`src/include/fcl_consts.vh`:
```
`ifndef FCL_CONSTS_VH
`define FCL_CONSTS_VH

// configuration page layout
`define FCL_PAGE_BYTES 512
`define FCL_ADDR_W 9
`define FCL_OFS_PARAM 9'h000
`define FCL_PARAM_BYTES 32
`define FCL_OFS_UPC 9'h020
`define FCL_OFS_RSV0 9'h021
`define FCL_OFS_LOCK 9'h023
`define FCL_OFS_DEBUG 9'h024
`define FCL_OFS_RSV1 9'h025
`define FCL_OFS_USER 9'h100
`define FCL_BYTE_ERASED 8'hFF

// code space protection
`define FCL_CODE_PAGES 32
`define FCL_LAST_PAGE 5'h1F
`define FCL_PAGE_SHIFT 9

// boot parity window in data memory
`define FCL_PAR_BYTES 16

// reset values of the loaded settings
`define FCL_RST_UPC 8'hFF
`define FCL_RST_LOCK 1'b1
`define FCL_RST_DEBUG 1'b0
`define FCL_RST_READY_N 1'b1
`define FCL_RST_BFP 1'b0

`endif

```
`src/logic/fcl_loader.v`:
```
`timescale 1ns/1ps
`include "fcl_consts.vh"

module fcl_loader #(
    parameter PAGE_W = 5,            // code page index width
    parameter DMEM_AW = 10,          // data memory byte address width
    parameter CODE_AW = 14           // code space address width
) (
    input wire CLK_IN,               // system clock, 40 MHz
    input wire RST_IN,               // synchronous reset, active high
    input wire CE_IN,                // clock enable, freezes state when low
    output reg [8:0] CFG_ADDR_OUT,   // configuration page read address
    output reg CFG_RD_OUT,           // configuration page read strobe
    input wire [7:0] CFG_DATA_IN,    // configuration byte, valid while strobe stands
    output reg [DMEM_AW-1:0] DMEM_ADDR_OUT, // data memory read address
    output reg DMEM_RD_OUT,          // data memory read strobe
    input wire [7:0] DMEM_DATA_IN,   // data byte, valid while strobe stands
    input wire [PAGE_W-1:0] CPU_PAGE_IN, // page of processor write or erase
    input wire CPU_WR_REQ_IN,        // processor write or erase request
    output wire CPU_WR_OK_OUT,       // processor request may proceed
    input wire SPI_MAIN_REQ_IN,      // SPI main block read, erase or program
    input wire SPI_IS_READ_IN,       // SPI request is a read
    output wire SPI_MAIN_OK_OUT,     // SPI main block access allowed
    output wire SPI_TO_PAGE_OUT,     // SPI erase or program goes to config page
    input wire SPI_PAGE_WR_REQ_IN,   // SPI erase or program of config page
    output wire SPI_PAGE_WR_OK_OUT,  // config page write allowed
    input wire SPI_LOCK_CMD_IN,      // dedicated lock command pulse
    input wire SPI_BULK_ERASE_IN,    // bulk erase command pulse
    output wire ERASE_MAIN_OUT,      // bulk erase of main block
    output wire ERASE_PAGE_OUT,      // bulk erase of config page
    input wire PAGE_SEL_SET_IN,      // write to page select enable
    input wire PAGE_SEL_VAL_IN,      // value written to page select enable
    output reg [7:0] UPC_OUT,        // unprotected page count register
    output reg LOCK_OUT,             // readback lock active
    output reg DEBUG_EN_OUT,         // hardware debug and JTAG enabled
    output reg BOOT_PROT_OUT,        // boot from protected flag
    output reg READY_N_OUT,          // flash ready flag, active low
    output reg FETCH_EN_OUT,         // processor may fetch code
    output reg [CODE_AW-1:0] BOOT_ADDR_OUT, // first fetch address
    output reg PAGE_SEL_OUT          // page select enable
);
    localparam [4:0] ST_IDLE = 5'h01;
    localparam [4:0] ST_CFG = 5'h02;
    localparam [4:0] ST_PAR = 5'h04;
    localparam [4:0] ST_BOOT = 5'h08;
    localparam [4:0] ST_RUN = 5'h10;

    reg [4:0] state_q;
    reg [4:0] state_d;
    reg [4:0] cnt_q;
    reg rd_wait_q;
    reg [8:0] last_addr_q;
    reg par_q;
    reg lock_written_q;
    wire prot;
    wire [PAGE_W-1:0] first_prot;

    // odd parity of one byte
    function par8;
        input [7:0] b;
        begin
            par8 = ^b;
        end
    endfunction

    fcl_protect #(
        .PAGE_W(PAGE_W)
    ) u_prot (
        .upc_in(UPC_OUT),
        .page_in(CPU_PAGE_IN),
        .prot_out(prot),
        .first_out(first_prot)
    );

    // boot sequence sequencing
    always @* begin
        state_d = state_q;
        case (state_q)
            ST_IDLE: state_d = ST_CFG;
            ST_CFG: if (rd_wait_q && last_addr_q == `FCL_OFS_DEBUG) state_d = ST_PAR;
            ST_PAR: if (rd_wait_q && cnt_q == 5'd`FCL_PAR_BYTES) state_d = ST_BOOT;
            ST_BOOT: state_d = ST_RUN;
            ST_RUN: state_d = ST_RUN;
            default: state_d = ST_IDLE;
        endcase
    end

    // next configuration byte to read; reserved bytes at 0x21 are skipped
    function [8:0] next_cfg_addr;
        input [8:0] a;
        begin
            next_cfg_addr = (a == `FCL_OFS_UPC) ? `FCL_OFS_LOCK : `FCL_OFS_DEBUG;
        end
    endfunction

    // capture edges: a byte is taken while its strobe still stands
    wire cap_cfg = (state_q == ST_CFG) && rd_wait_q;
    wire cfg_last = cap_cfg && (last_addr_q == `FCL_OFS_DEBUG);
    wire cap_par = (state_q == ST_PAR) && rd_wait_q && (cnt_q != 5'd`FCL_PAR_BYTES);
    wire par_last = cap_par && (cnt_q == 5'd`FCL_PAR_BYTES - 5'd1);
    wire run = (state_q == ST_RUN);

    // boot state register
    always @(posedge CLK_IN) begin
        if (RST_IN) begin
            state_q <= ST_IDLE;
        end else if (CE_IN) begin
            state_q <= state_d;
        end
    end

    // read marker, high in each cycle whose closing edge takes a byte
    always @(posedge CLK_IN) begin
        if (RST_IN) begin
            rd_wait_q <= 1'b0;
        end else if (CE_IN) begin
            rd_wait_q <= (state_q == ST_IDLE) || cap_cfg || cap_par;
        end
    end

    // configuration page strobe and address
    always @(posedge CLK_IN) begin
        if (RST_IN) begin
            CFG_ADDR_OUT <= 9'h000;
            CFG_RD_OUT <= 1'b0;
            last_addr_q <= 9'h000;
        end else if (CE_IN) begin
            CFG_RD_OUT <= 1'b0;
            if (state_q == ST_IDLE) begin
                CFG_ADDR_OUT <= `FCL_OFS_UPC;
                last_addr_q <= `FCL_OFS_UPC;
                CFG_RD_OUT <= 1'b1;
            end else if (cap_cfg && !cfg_last) begin
                CFG_ADDR_OUT <= next_cfg_addr(last_addr_q);
                last_addr_q <= next_cfg_addr(last_addr_q);
                CFG_RD_OUT <= 1'b1;
            end
        end
    end

    // parity scan of the top data bytes, exactly one capture per byte
    always @(posedge CLK_IN) begin
        if (RST_IN) begin
            DMEM_ADDR_OUT <= {DMEM_AW{1'b0}};
            DMEM_RD_OUT <= 1'b0;
            cnt_q <= 5'h00;
            par_q <= 1'b0;
        end else if (CE_IN) begin
            DMEM_RD_OUT <= 1'b0;
            if (cfg_last) begin
                DMEM_ADDR_OUT <= {DMEM_AW{1'b1}} - 5'd`FCL_PAR_BYTES + 1'b1;
                DMEM_RD_OUT <= 1'b1;
                cnt_q <= 5'h00;
                par_q <= 1'b0;
            end else if (cap_par) begin
                par_q <= par_q ^ par8(DMEM_DATA_IN);
                cnt_q <= cnt_q + 5'h01;
                if (!par_last) begin
                    DMEM_ADDR_OUT <= DMEM_ADDR_OUT + 1'b1;
                    DMEM_RD_OUT <= 1'b1;
                end
            end
        end
    end

    // loaded settings and run-time commands
    always @(posedge CLK_IN) begin
        if (RST_IN) begin
            UPC_OUT <= `FCL_RST_UPC;
            LOCK_OUT <= `FCL_RST_LOCK;
            DEBUG_EN_OUT <= `FCL_RST_DEBUG;
            READY_N_OUT <= `FCL_RST_READY_N;
            PAGE_SEL_OUT <= 1'b0;
            lock_written_q <= 1'b0;
        end else if (CE_IN) begin
            if (cap_cfg && last_addr_q == `FCL_OFS_UPC)
                UPC_OUT <= CFG_DATA_IN;
            if (cap_cfg && last_addr_q == `FCL_OFS_LOCK)
                LOCK_OUT <= (CFG_DATA_IN != `FCL_BYTE_ERASED);
            if (cfg_last) begin
                DEBUG_EN_OUT <= (CFG_DATA_IN != `FCL_BYTE_ERASED);
                READY_N_OUT <= 1'b0;
            end
            if (run && PAGE_SEL_SET_IN)
                PAGE_SEL_OUT <= PAGE_SEL_VAL_IN;
            // lock set once, cleared only by bulk erase
            if (run && SPI_BULK_ERASE_IN) begin
                LOCK_OUT <= 1'b0;
                lock_written_q <= 1'b0;
                UPC_OUT <= `FCL_BYTE_ERASED;
                DEBUG_EN_OUT <= 1'b0;
            end else if (run && SPI_LOCK_CMD_IN && !lock_written_q && !LOCK_OUT) begin
                LOCK_OUT <= 1'b1;
                lock_written_q <= 1'b1;
            end
        end
    end

    // boot result, taken once the parity scan is complete
    always @(posedge CLK_IN) begin
        if (RST_IN) begin
            BOOT_PROT_OUT <= `FCL_RST_BFP;
            BOOT_ADDR_OUT <= {CODE_AW{1'b0}};
            FETCH_EN_OUT <= 1'b0;
        end else if (CE_IN && state_q == ST_BOOT) begin
            BOOT_PROT_OUT <= par_q;
            BOOT_ADDR_OUT <= par_q ?
                ({{(CODE_AW-PAGE_W){1'b0}}, first_prot} << `FCL_PAGE_SHIFT) :
                {CODE_AW{1'b0}};
            FETCH_EN_OUT <= 1'b1;
        end
    end

    // access gating
    assign CPU_WR_OK_OUT = CPU_WR_REQ_IN && !prot;
    assign SPI_MAIN_OK_OUT = SPI_MAIN_REQ_IN && !LOCK_OUT && !PAGE_SEL_OUT;
    assign SPI_TO_PAGE_OUT = PAGE_SEL_OUT && SPI_MAIN_REQ_IN && !SPI_IS_READ_IN;
    assign SPI_PAGE_WR_OK_OUT = SPI_PAGE_WR_REQ_IN && !LOCK_OUT;
    assign ERASE_MAIN_OUT = SPI_BULK_ERASE_IN && FETCH_EN_OUT;
    assign ERASE_PAGE_OUT = SPI_BULK_ERASE_IN && FETCH_EN_OUT;
endmodule // fcl_loader

```
`src/logic/fcl_protect.v`:
```
`timescale 1ns/1ps
`include "fcl_consts.vh"

// combinational page protection check for processor writes and erases
module fcl_protect #(
    parameter PAGE_W = 5
) (
    input wire [7:0] upc_in,          // unprotected page count
    input wire [PAGE_W-1:0] page_in,  // page addressed by processor
    output wire prot_out,             // page is protected
    output wire [PAGE_W-1:0] first_out // first protected page
);
    // 0xFF or any value of 32 and up leaves all pages open
    wire all_open = (upc_in == `FCL_BYTE_ERASED) || (upc_in >= `FCL_CODE_PAGES);
    assign prot_out = !all_open && ({3'h0, page_in} >= upc_in);
    assign first_out = all_open ? {PAGE_W{1'b0}} : upc_in[PAGE_W-1:0];
endmodule // fcl_protect

```
`config.mk`:
```
export PLATFORM = sky130hd
export DESIGN_NAME = fcl_loader
export DESIGN_NICKNAME = d
export VERILOG_FILES = /design/src/logic/fcl_loader.v /design/src/logic/fcl_protect.v
export VERILOG_INCLUDE_DIRS = /design/src /design/src/include
export SDC_FILE = /design/constraint.sdc
export NUM_CORES = 1
export LEC_CHECK = 0
export ABC_AREA = 1
export ABC_CLOCK_PERIOD_IN_PS = 1700
export BUFFER_PORTS_ARGS = -buffer_cell sky130_fd_sc_hd__buf_4
export CAP_MARGIN = 20
export CORE_UTILIZATION = 45
export DETAILED_ROUTE_END_ITERATION = 8
export PLACE_DENSITY = 0.72
export SLEW_MARGIN = 20
export SYNTH_ARGS = -nofsm -noshare
export SYNTH_HDL_FRONTEND = slang
export SYNTH_HIERARCHICAL = 1
export SYNTH_SLANG_ARGS = --single-unit
export TNS_END_PERCENT = 5
```
`constraint.sdc`:
```
create_clock -name CLK_IN -period 1.7 [get_ports CLK_IN]
set_input_delay 0.17 -clock CLK_IN [delete_from_list [all_inputs] [get_ports CLK_IN]]
set_output_delay 0.17 -clock CLK_IN [all_outputs]
set_load 0.03 [all_outputs]
```
=== Word level (Yosys, flattened, before mapping) ===
Index checks and enable logic that the tools add are counted.

* Bits in registers: 62
* Logic and storage cells: 119
* Output and inout bits: 55

* Bitwise logic cells: 1
* Reductions and logical operators: 52
* Order comparisons: 2
* Eq/ne operators: 16
* Mux-type cells: 29
* $add $sub $neg: 2

{| class="wikitable"
|+ Operator list
! kind !! number
|-
| $mux 10 || 3
|-
| $eq 9x6->1 const B || 3
|-
| $mux 5 || 5
|-
| $logic_and 1x1->1 || 24
|-
| $pmux 5 s4 || 1
|-
| $mux 9 || 2
|-
| $mux 8 || 2
|-
| $reduce_and 2->1 || 8
|-
| $mux 1 || 14
|-
| $mux 14 || 1
|-
| $add 10x1->10 const B || 1
|-
| $eq 5x4->1 const B || 2
|-
| $eq 5x5->1 const B || 2
|-
| $reduce_bool 2->1 || 5
|-
| $eq 8x8->1 const B || 1
|-
| $ge 5x8->1 || 1
|-
| $ge 8x6->1 const B || 1
|-
| $ne 8x8->1 const B || 1
|-
| $reduce_xor 8->1 || 1
|-
| $logic_not 1->1 || 7
|-
| $ne 2x2->1 const B || 3
|-
| $reduce_and 3->1 || 2
|-
| $add 5x1->5 const B || 1
|-
| $eq 5x1->1 const B || 1
|-
| 8 further kinds || 10
|}

=== Depth between registers and ports, before layout ===
Gate-level depths: netlist (run 1).

* Word-level depth: 7
* Gate-level depth with buffers: 12
* Depth with buffers taken out: 11

=== Cells and area by module ===
Netlist (run 1), hierarchy kept.

{| class="wikitable"
|+ By module, submodules not included
! module !! times used !! area each (sq um) !! cells each !! sequential area each (sq um)
|-
| fcl_loader || 1 || 2631.3 || 395 || 940.9
|-
| fcl_protect || 1 || 195.2 || 36 || 0.0
|}

=== Least setup slack after synthesis (run 1) ===
Ideal clock, no wire load.

* Path type: register to output
* From: register UPC_OUT[3]
* To: output port CPU_WR_OK_OUT
* Stages on the path, launching flop included: 10
* Arrival time: 1.632 ns
* Path slack: -0.102 ns
* Path buffers: 0
* Cell sequence: dfxtp_1 inv_1 ha_1 nand2_1 inv_1 nand2_1 nand2_1 nand2_1 nand3_2 nor2_1

* Cells in the longest elaborated chain, start to end: 6
* Elaborated cells between the ends (all ways): 8

{| class="wikitable"
|+ Ends and longest elaborated chain
! element !! line !! text
|-
| start: declaration || fcl_loader.v:33 || <nowiki>output reg [7:0] UPC_OUT,</nowiki>
|-
| start signal: assignment || fcl_loader.v:169 || <nowiki>UPC_OUT <= `FCL_RST_UPC;</nowiki>
|-
| start signal: assignment || fcl_loader.v:190 || <nowiki>UPC_OUT <= `FCL_BYTE_ERASED;</nowiki>
|-
| $ge 8x6->1 (no source line) / $eq 8x8->1 (equally long branches) || -- ||
|-
| $logic_or 1x1->1 || fcl_protect.v:14 || <nowiki>wire all_open = (upc_in == `FCL_BYTE_ERASED) || (upc_in >= `FCL_CODE_PAGES);</nowiki>
|-
| $logic_not 1->1 || fcl_protect.v:15 || <nowiki>assign prot_out = !all_open && ({3'h0, page_in} >= upc_in);</nowiki>
|-
| $logic_and 1x1->1 (*) || fcl_protect.v:15 ||
|-
| named net prot || fcl_loader.v:55 || <nowiki>wire prot;</nowiki>
|-
| $logic_not 1->1 (*) || fcl_loader.v:215 || <nowiki>assign CPU_WR_OK_OUT = CPU_WR_REQ_IN && !prot;</nowiki>
|-
| $logic_and 1x1->1 (*) || fcl_loader.v:215 ||
|-
| end: declaration || fcl_loader.v:20 || <nowiki>output wire CPU_WR_OK_OUT,</nowiki>
|}

Mark *: on every way through the listed nets, which the timed path passes. The rest lies on a longest branch.

=== Final worst setup path (run 1) ===
* From: register UPC_OUT[4]
* To: output port CPU_WR_OK_OUT

Same word-level chain as after synthesis.

==> results of run 1 <==
-- sequential cells by signal, summed over array words and instances (netlist names) --
name	count
CFG_RD_OUT	1
last_addr_q	3
FETCH_EN_OUT	1
LOCK_OUT	1
BOOT_ADDR_OUT	5
PAGE_SEL_OUT	1
par_q	1
cnt_q	5
UPC_OUT	8
READY_N_OUT	1
DMEM_ADDR_OUT	10
state_q	5
BOOT_PROT_OUT	1
DEBUG_EN_OUT	1
rd_wait_q	1
DMEM_RD_OUT	1
lock_written_q	1
-- metal layers --
metal | global-route usage | vias up | routed length (µm)
met5 | 0 | - | 0
met4 | 0.0554 | 0 | 51
met3 | 0.0315 | 5 | 315
met2 | 0.361 | 71 | 3100
met1 | 0.249 | 1259 | 2960
li1 | - | 1501 | -
-- how the worst max path moves through the flow --
stage                     slack [ps]  cells after the start                to  startpoint
final                             60                      8     CPU_WR_OK_OUT  UPC_OUT[4]
after global placement           160                     10  DMEM_ADDR_OUT[0]    cnt_q[0]
after floorplan                   20                      9     CPU_WR_OK_OUT  UPC_OUT[3]
after detailed placement          60                     10  DMEM_ADDR_OUT[0]    cnt_q[0]
after CTS                          7                     10     CPU_WR_OK_OUT  UPC_OUT[2]
after global routing             -50                     10     CPU_WR_OK_OUT  UPC_OUT[1]
-- stage by stage --
| stage | std cells | setup WS (ps) | util |
|---|---|---|---|
| finish | 589 | 59.5 | 0.600 |
| detailed placement | 575 | 61.6 | 0.567 |
| CTS | 586 | 6.88 | 0.592 |
| global route | 589 | -51.5 | 0.600 |
| global placement | 575 | 156 | 0.567 |
| floorplan | 444 | 19.9 | - |
-- power breakdown --
part / switching, W / total (W) / internal [W]
combinational: 0.000228 / 0.000363 / 0.000135
sequential: 0.0000173 / 0.00114 / 0.00112
clock: 0.000381 / 0.000715 / 0.000334
-- cells in the final DEF (no fill, tap or decap) --
cell type and instances:
a21oi_1 35, buf_4 84, buf_6 1, clkbuf_1 1, clkbuf_8 6, clkinv_4 1
conb_1 14, dfxtp_1 41, dfxtp_2 6, ha_1 6, ha_4 3, inv_1 63
inv_2 3, nand2_1 110, nand2_2 8, nand2_4 4, nand3_1 43, nand3_2 1
nand3_4 1, nand4_1 6, nor2_1 33, nor2_2 7, nor2_4 1, nor2_8 1
nor3_1 7, nor3b_1 3, o211ai_1 1, o21ai_0 17, o21ai_1 1, or2_2 1
xnor2_1 2, xor2_1 3
-- kinds of logic (layout without fill, tap and decap cells) --
group	count (synthesis)	count (layout)	synth area share
compound gates	54	54	0.0965
xor+xnor	5	5	0.0155
fa+ha+maj	9	9	0.0398
buf+inv	89	159	0.147
flops	47	47	0.333
other cells	1	14	0.00133
simple gates	226	226	0.367
-- worst max-delay path: stages (launching register included) --
cell and delay (ps):
dfxtp_2 360, inv_1 60, ha_1 280, inv_1 70
nor2_2 40, nand2_1 60, nand3_2 70, nor2_2 90
buf_6 130
-- area by class of cell --
class	count	area, µm²
multi-input combinational	308	1570
clock buffer	7	86.3
sequential	47	948
tap	75	93.8
timing repair buffer	85	642
fill	570	2390
inverter	66	248
clock inverter	1	8.76
-- repair_timing --
item                       CTS  global route
cloned                       0             0
pin swaps                    5             1
hold endpoints to repair     0             0
setup endpoints to repair    1            13
setup buffers                3             3
gates resized for setup      6            11
==> results.toml, run 1 <==
[worst_setup_path]
r2r-end = "DMEM_ADDR_OUT[0]"
regToRegStartpoint = "last_addr_q[1]"
crit_type = "register to output pin"
cp_max_fo = 3
rrSetupSlack_ps = 150
critPathArrivalTime_ps = 1470
start_kind = "register"
cp_data_required_time_ps = 1530
ff2ff_path_depth = 8
cp-end-kind = "output pin"

[route]
first_iter_violations = 97
vias_per_cell = 4.81
drt-pass1-iter-count = 4
routed_wl_mm = 6.43
drc = 0
final_antenna_net_count = 0
num_vias = 2836
wire_per_inst_um = 10.9

[finish]
drive_above_1_share = 0.249
syn2layout_area_growth_pct = 27.3
fin_nets = 554
postLayoutCellArea_mm2 = 0.00360
antenna_cells = 0

[yosys]
synth_area_leaders = "dfxtp_1 (33%), nand2_1 (15%), inv_1 (8.8%)"
synth_cell_types = 28
syn_area_mm2 = 0.00283
synth_common_cells = "nand2_1 (113), inv_1 (66), dfxtp_1 (47)"
synthCells = 431
synth_warnings = 6
ys_seq_area_frac = 0.333
syn_area_per_cell_um2 = 6.56
synth_top_cell_by_area = "dfxtp_1"
synth_top_area_share = 0.333
synthArstFlopShare = 0
ys_ff_latch = 47
synth_edf_count = 0
synth.most_common_cell = "nand2_1"
synthFlopType = "dfxtp_1"

[cts]
cts.sink_count = 47
cts_htree_levels = 2
clock_path_buffers = 2
root_buffer = "clkbuf_8"
cts_tree = "built"
ctsHoldBuffers = 0
insertion_delay_ps = 300
cts_inserted_buffers = 5
clkTransAtPathRegs_ps = 90

[power]
vdd_ir_drop_max_v = 0.000389
p_per_area_mw_per_mm2 = 616
design_power_total_w = 0.00222
leakage_nw = 1.86

[status]
outcome = "finished clean"

[place]
gp_congestion = 0.830
placed_area_mm2 = 0.00340
port_buffers = 72
dp_hpwl_mm = 4.93

[floorplan]
start_util = 0.472
io_pins = 87
rows = 28
die-area_mm2 = 0.00660
dieHeight_um = 81.3
die_x_um = 81.3
core_area_mm2 = 0.00599

[timing]
setup_violations = 0
clock_skew_ps = 10.7
holdWs_ps = 111
fmax_mhz = 610
finalSetupTns_ps = 0
finalCritPeriodShare = 0.965
period_needed_ps = 1640
rsz0062_at_grt = "yes"
drv_slew = 0
hold_violations = 0

[global_routing]
grt-ovfl-total = 0
grt_pass1_wl_mm = 10.6
grt_start_max_net_pins = 20
antenna_found_initial = 0
grt_pass1_vias = 2518
grtUsageTotal = 0.202

[hold_path]
hp-class = "input pin to register"
hold_depth = 3
hold_path_end = "UPC_OUT[4]"
min-delay-start = "CFG_DATA_IN[4]"

[job]
drv_cap = 0
Power figures use the tool's default switching activity.
==> run 2: changes to the inputs <==
ABC_AREA = default   (was 1)
CORE_UTILIZATION = 50   (was 45)
PLACE_DENSITY = 0.8   (was 0.72)
SYNTH_HIERARCHICAL = default   (was 1)
==> run 2 against run 1 <==
Compared with the run above:
- the flow now finishes with violations (negative setup slack)
- worst setup slack got worse by 390 ps
- wire length is 17% higher
- combinational power is 10% higher
- clock skew decreased by 1.3 ps
- non-clock buffer count increased by 35
- hold slack got worse by 19 ps
- power grew 5.3%
- clock-buffer cell count fell by 2
- synthesized area decreased by 9.3%
- flip-flop and latch count is the same
- sequential share of layout area shrank 1.2 points
- clock power increased by 13%
- largest cell class unchanged
==> results.toml, run 2 <==
[route]
vias_per_cell = 5.54
wire_per_inst_um = 15.4
drt-pass1-iter-count = 5
final_antenna_net_count = 0
num_vias = 2698
drc = 0
routed_wl_mm = 7.50
first_iter_violations = 134

[worst_setup_path]
crit_chain = "ha_4 > and3_4 > ha_4 > nand3b_1 > or4_4 > nand2b_4 > a21oi_1 > a311oi_1"
crit_top_cell = "ha_4"
crit_type = "register to register"
start_kind = "register"
cp-end-kind = "register"
slowest_stage = "or4_4"
crit_path_max_incr_delay_ps = 500
cp_max_fo = 5
cp_data_required_time_ps = 1920
critPathArrivalTime_ps = 2250

[timing]
holdWs_ps = 91.8
rsz0062_at_grt = "yes"
hold_violations = 0
drv_slew = 0
fmax_mhz = 493
finalWorstSetupSlack_ps = -328
clock_skew_ps = 9.42
period_needed_ps = 2030
finalCritPeriodShare = 1.19
setup_violations = 26

[floorplan]
rows = 25
io_pins = 87
die_x_um = 73.6
start_util = 0.532
core_area_mm2 = 0.00482
die-area_mm2 = 0.00542
dieHeight_um = 73.6

[finish]
drive_above_1_share = 0.438
largest_reg_flops = 10
fin_nets = 461
antenna_cells = 0
final_common_cell = "buf_4"
largest_register = "DMEM_ADDR_OUT"
final_cell_mix = "buf_4 (113), dfxtp_1 (40), nor2_1 (35), a21oi_1 (25), nand2_1 (20)"
syn2layout_area_growth_pct = 47.0
top_regs = "DMEM_ADDR_OUT x10, UPC_OUT x8"

[yosys]
synthFlopType = "dfxtp_1"
synthCells = 312
synth.most_common_cell = "dfxtp_1"
synth_area_leaders = "dfxtp_1 (37%), a21oi_1 (5.9%), nor2_1 (5.4%)"
synth_warnings = 0
synth_common_cells = "dfxtp_1 (47), nor2_1 (37), a21oi_1 (30)"
syn_area_per_cell_um2 = 8.22
synth_cell_types = 54
syn_area_mm2 = 0.00256
synth_top_cell_by_area = "dfxtp_1"
synth_top_area_share = 0.367
ys_ff_latch = 47
synth_edf_count = 0
synthArstFlopShare = 0
ys_seq_area_frac = 0.367

[cts]
clock_path_buffers = 2
insertion_delay_ps = 300
ctsHoldBuffers = 0
cts.sink_count = 47
cts_htree_levels = 2
cts_inserted_buffers = 5
cts_tree = "built"
root_buffer = "clkbuf_8"
clkTransAtPathRegs_ps = 90

[global_routing]
grt_start_max_net_pins = 28
grt_pass1_wl_mm = 11.3
grtUsageTotal = 0.271
grt-ovfl-total = 0
antenna_found_initial = 0
grt_pass1_vias = 2452

[place]
port_buffers = 72
place_ws_ps = -319
gp_congestion = 0.797
dp_hpwl_mm = 5.15

[power]
p_per_area_mw_per_mm2 = 619
leakage_nw = 1.60
vdd_ir_drop_max_v = 0.000733

[hold_path]
hp-class = "input pin to register"

[job]
drv_cap = 0

[status]
outcome = "finished with violations"
violations = "negative setup slack"
==> run 2: cell count changes after synthesis, sizes merged, moves of 6 or more <==
cell / before / now
a21o: 0 / 6
a22oi: 0 / 6
clkbuf: 3 / 10
inv: 66 / 13
nand2: 122 / 20
nand3: 45 / 5
nor3: 7 / 17
nor4: 0 / 6
o21ai: 18 / 11
==> run 2: power breakdown <==
group          switching, W  total [W]  internal [W]
clock network      0.000375   0.000805      0.000430
registers         0.0000127    0.00113       0.00112
logic              0.000225   0.000400      0.000175
==> run 2: worst paths after layout <==
kind	start	endpoint	slack [ps]	cells past startpoint
min reg2reg	READY_N_OUT	READY_N_OUT	470	1
max reg2reg	cnt_q[1]	DMEM_ADDR_OUT[4]	-330	8
min	PAGE_SEL_VAL_IN	PAGE_SEL_OUT	90	3
max	cnt_q[1]	DMEM_ADDR_OUT[4]	-330	8
==> run 2: timing repair <==
action                                  CTS  global route
cloned                                    0             0
resized for setup                        34            23
setup buffers                             1             1
hold endpoints to repair                  0             0
endpoints found under the setup margin   42            44
pin swaps                                11             6
==> run 2: metal layers <==
layer,routed length (µm),share of wire,vias up,track usage
met1,3080,0.41,1292,0.341
met3,413,0.055,7,0.0494
li1,-,-,1291,-
met2,3950,0.53,108,0.479
met5,0,0,-,0
met4,62,0.0083,0,0.0620
==> run 2: per-stage QoR <==
step	util	instance area (µm²)	instances	total power, W	setup TNS (ps)
3_5_place_dp	0.709	3420	478	0.00151	-7160
6_report	0.782	3770	487	0.00233	-4160
4_1_cts	0.763	3680	486	0.00232	-4210
3_3_place_gp	0.709	3420	478	0.00150	-5790
2_1_floorplan	-	2640	325	0.00138	-5050
5_1_grt	0.782	3770	487	0.00241	-7120
==> run 2: area by class of cell <==
class	instances	area, µm²
well taps	67	83.8
inverters	13	48.8
multi-input cells	233	1650
clock buffers	5	68.8
clock inverters	2	37.5
flip-flops and latches	47	950
fillers	334	1050
repair buffers	120	927
==> run 2: worst max-delay path, delay by kind of cell, from the launching register on <==
family          cells  cell delay (ps)
fa+ha+maj           2              320
compound gates      2              290
simple gates        4             1000
flops               1              350
==> run 2: cell families (layout without fill, tap and decap cells) <==
group	count (synthesis)	after routing	share of synthesized area
simple gates	125	125	0.269
mux	3	3	0.0117
xor+xnor	11	11	0.0376
compound gates	71	71	0.174
buf+inv	45	140	0.0957
fa+ha+maj	9	9	0.0439
flops	47	47	0.367
other cells	1	14	0.00146
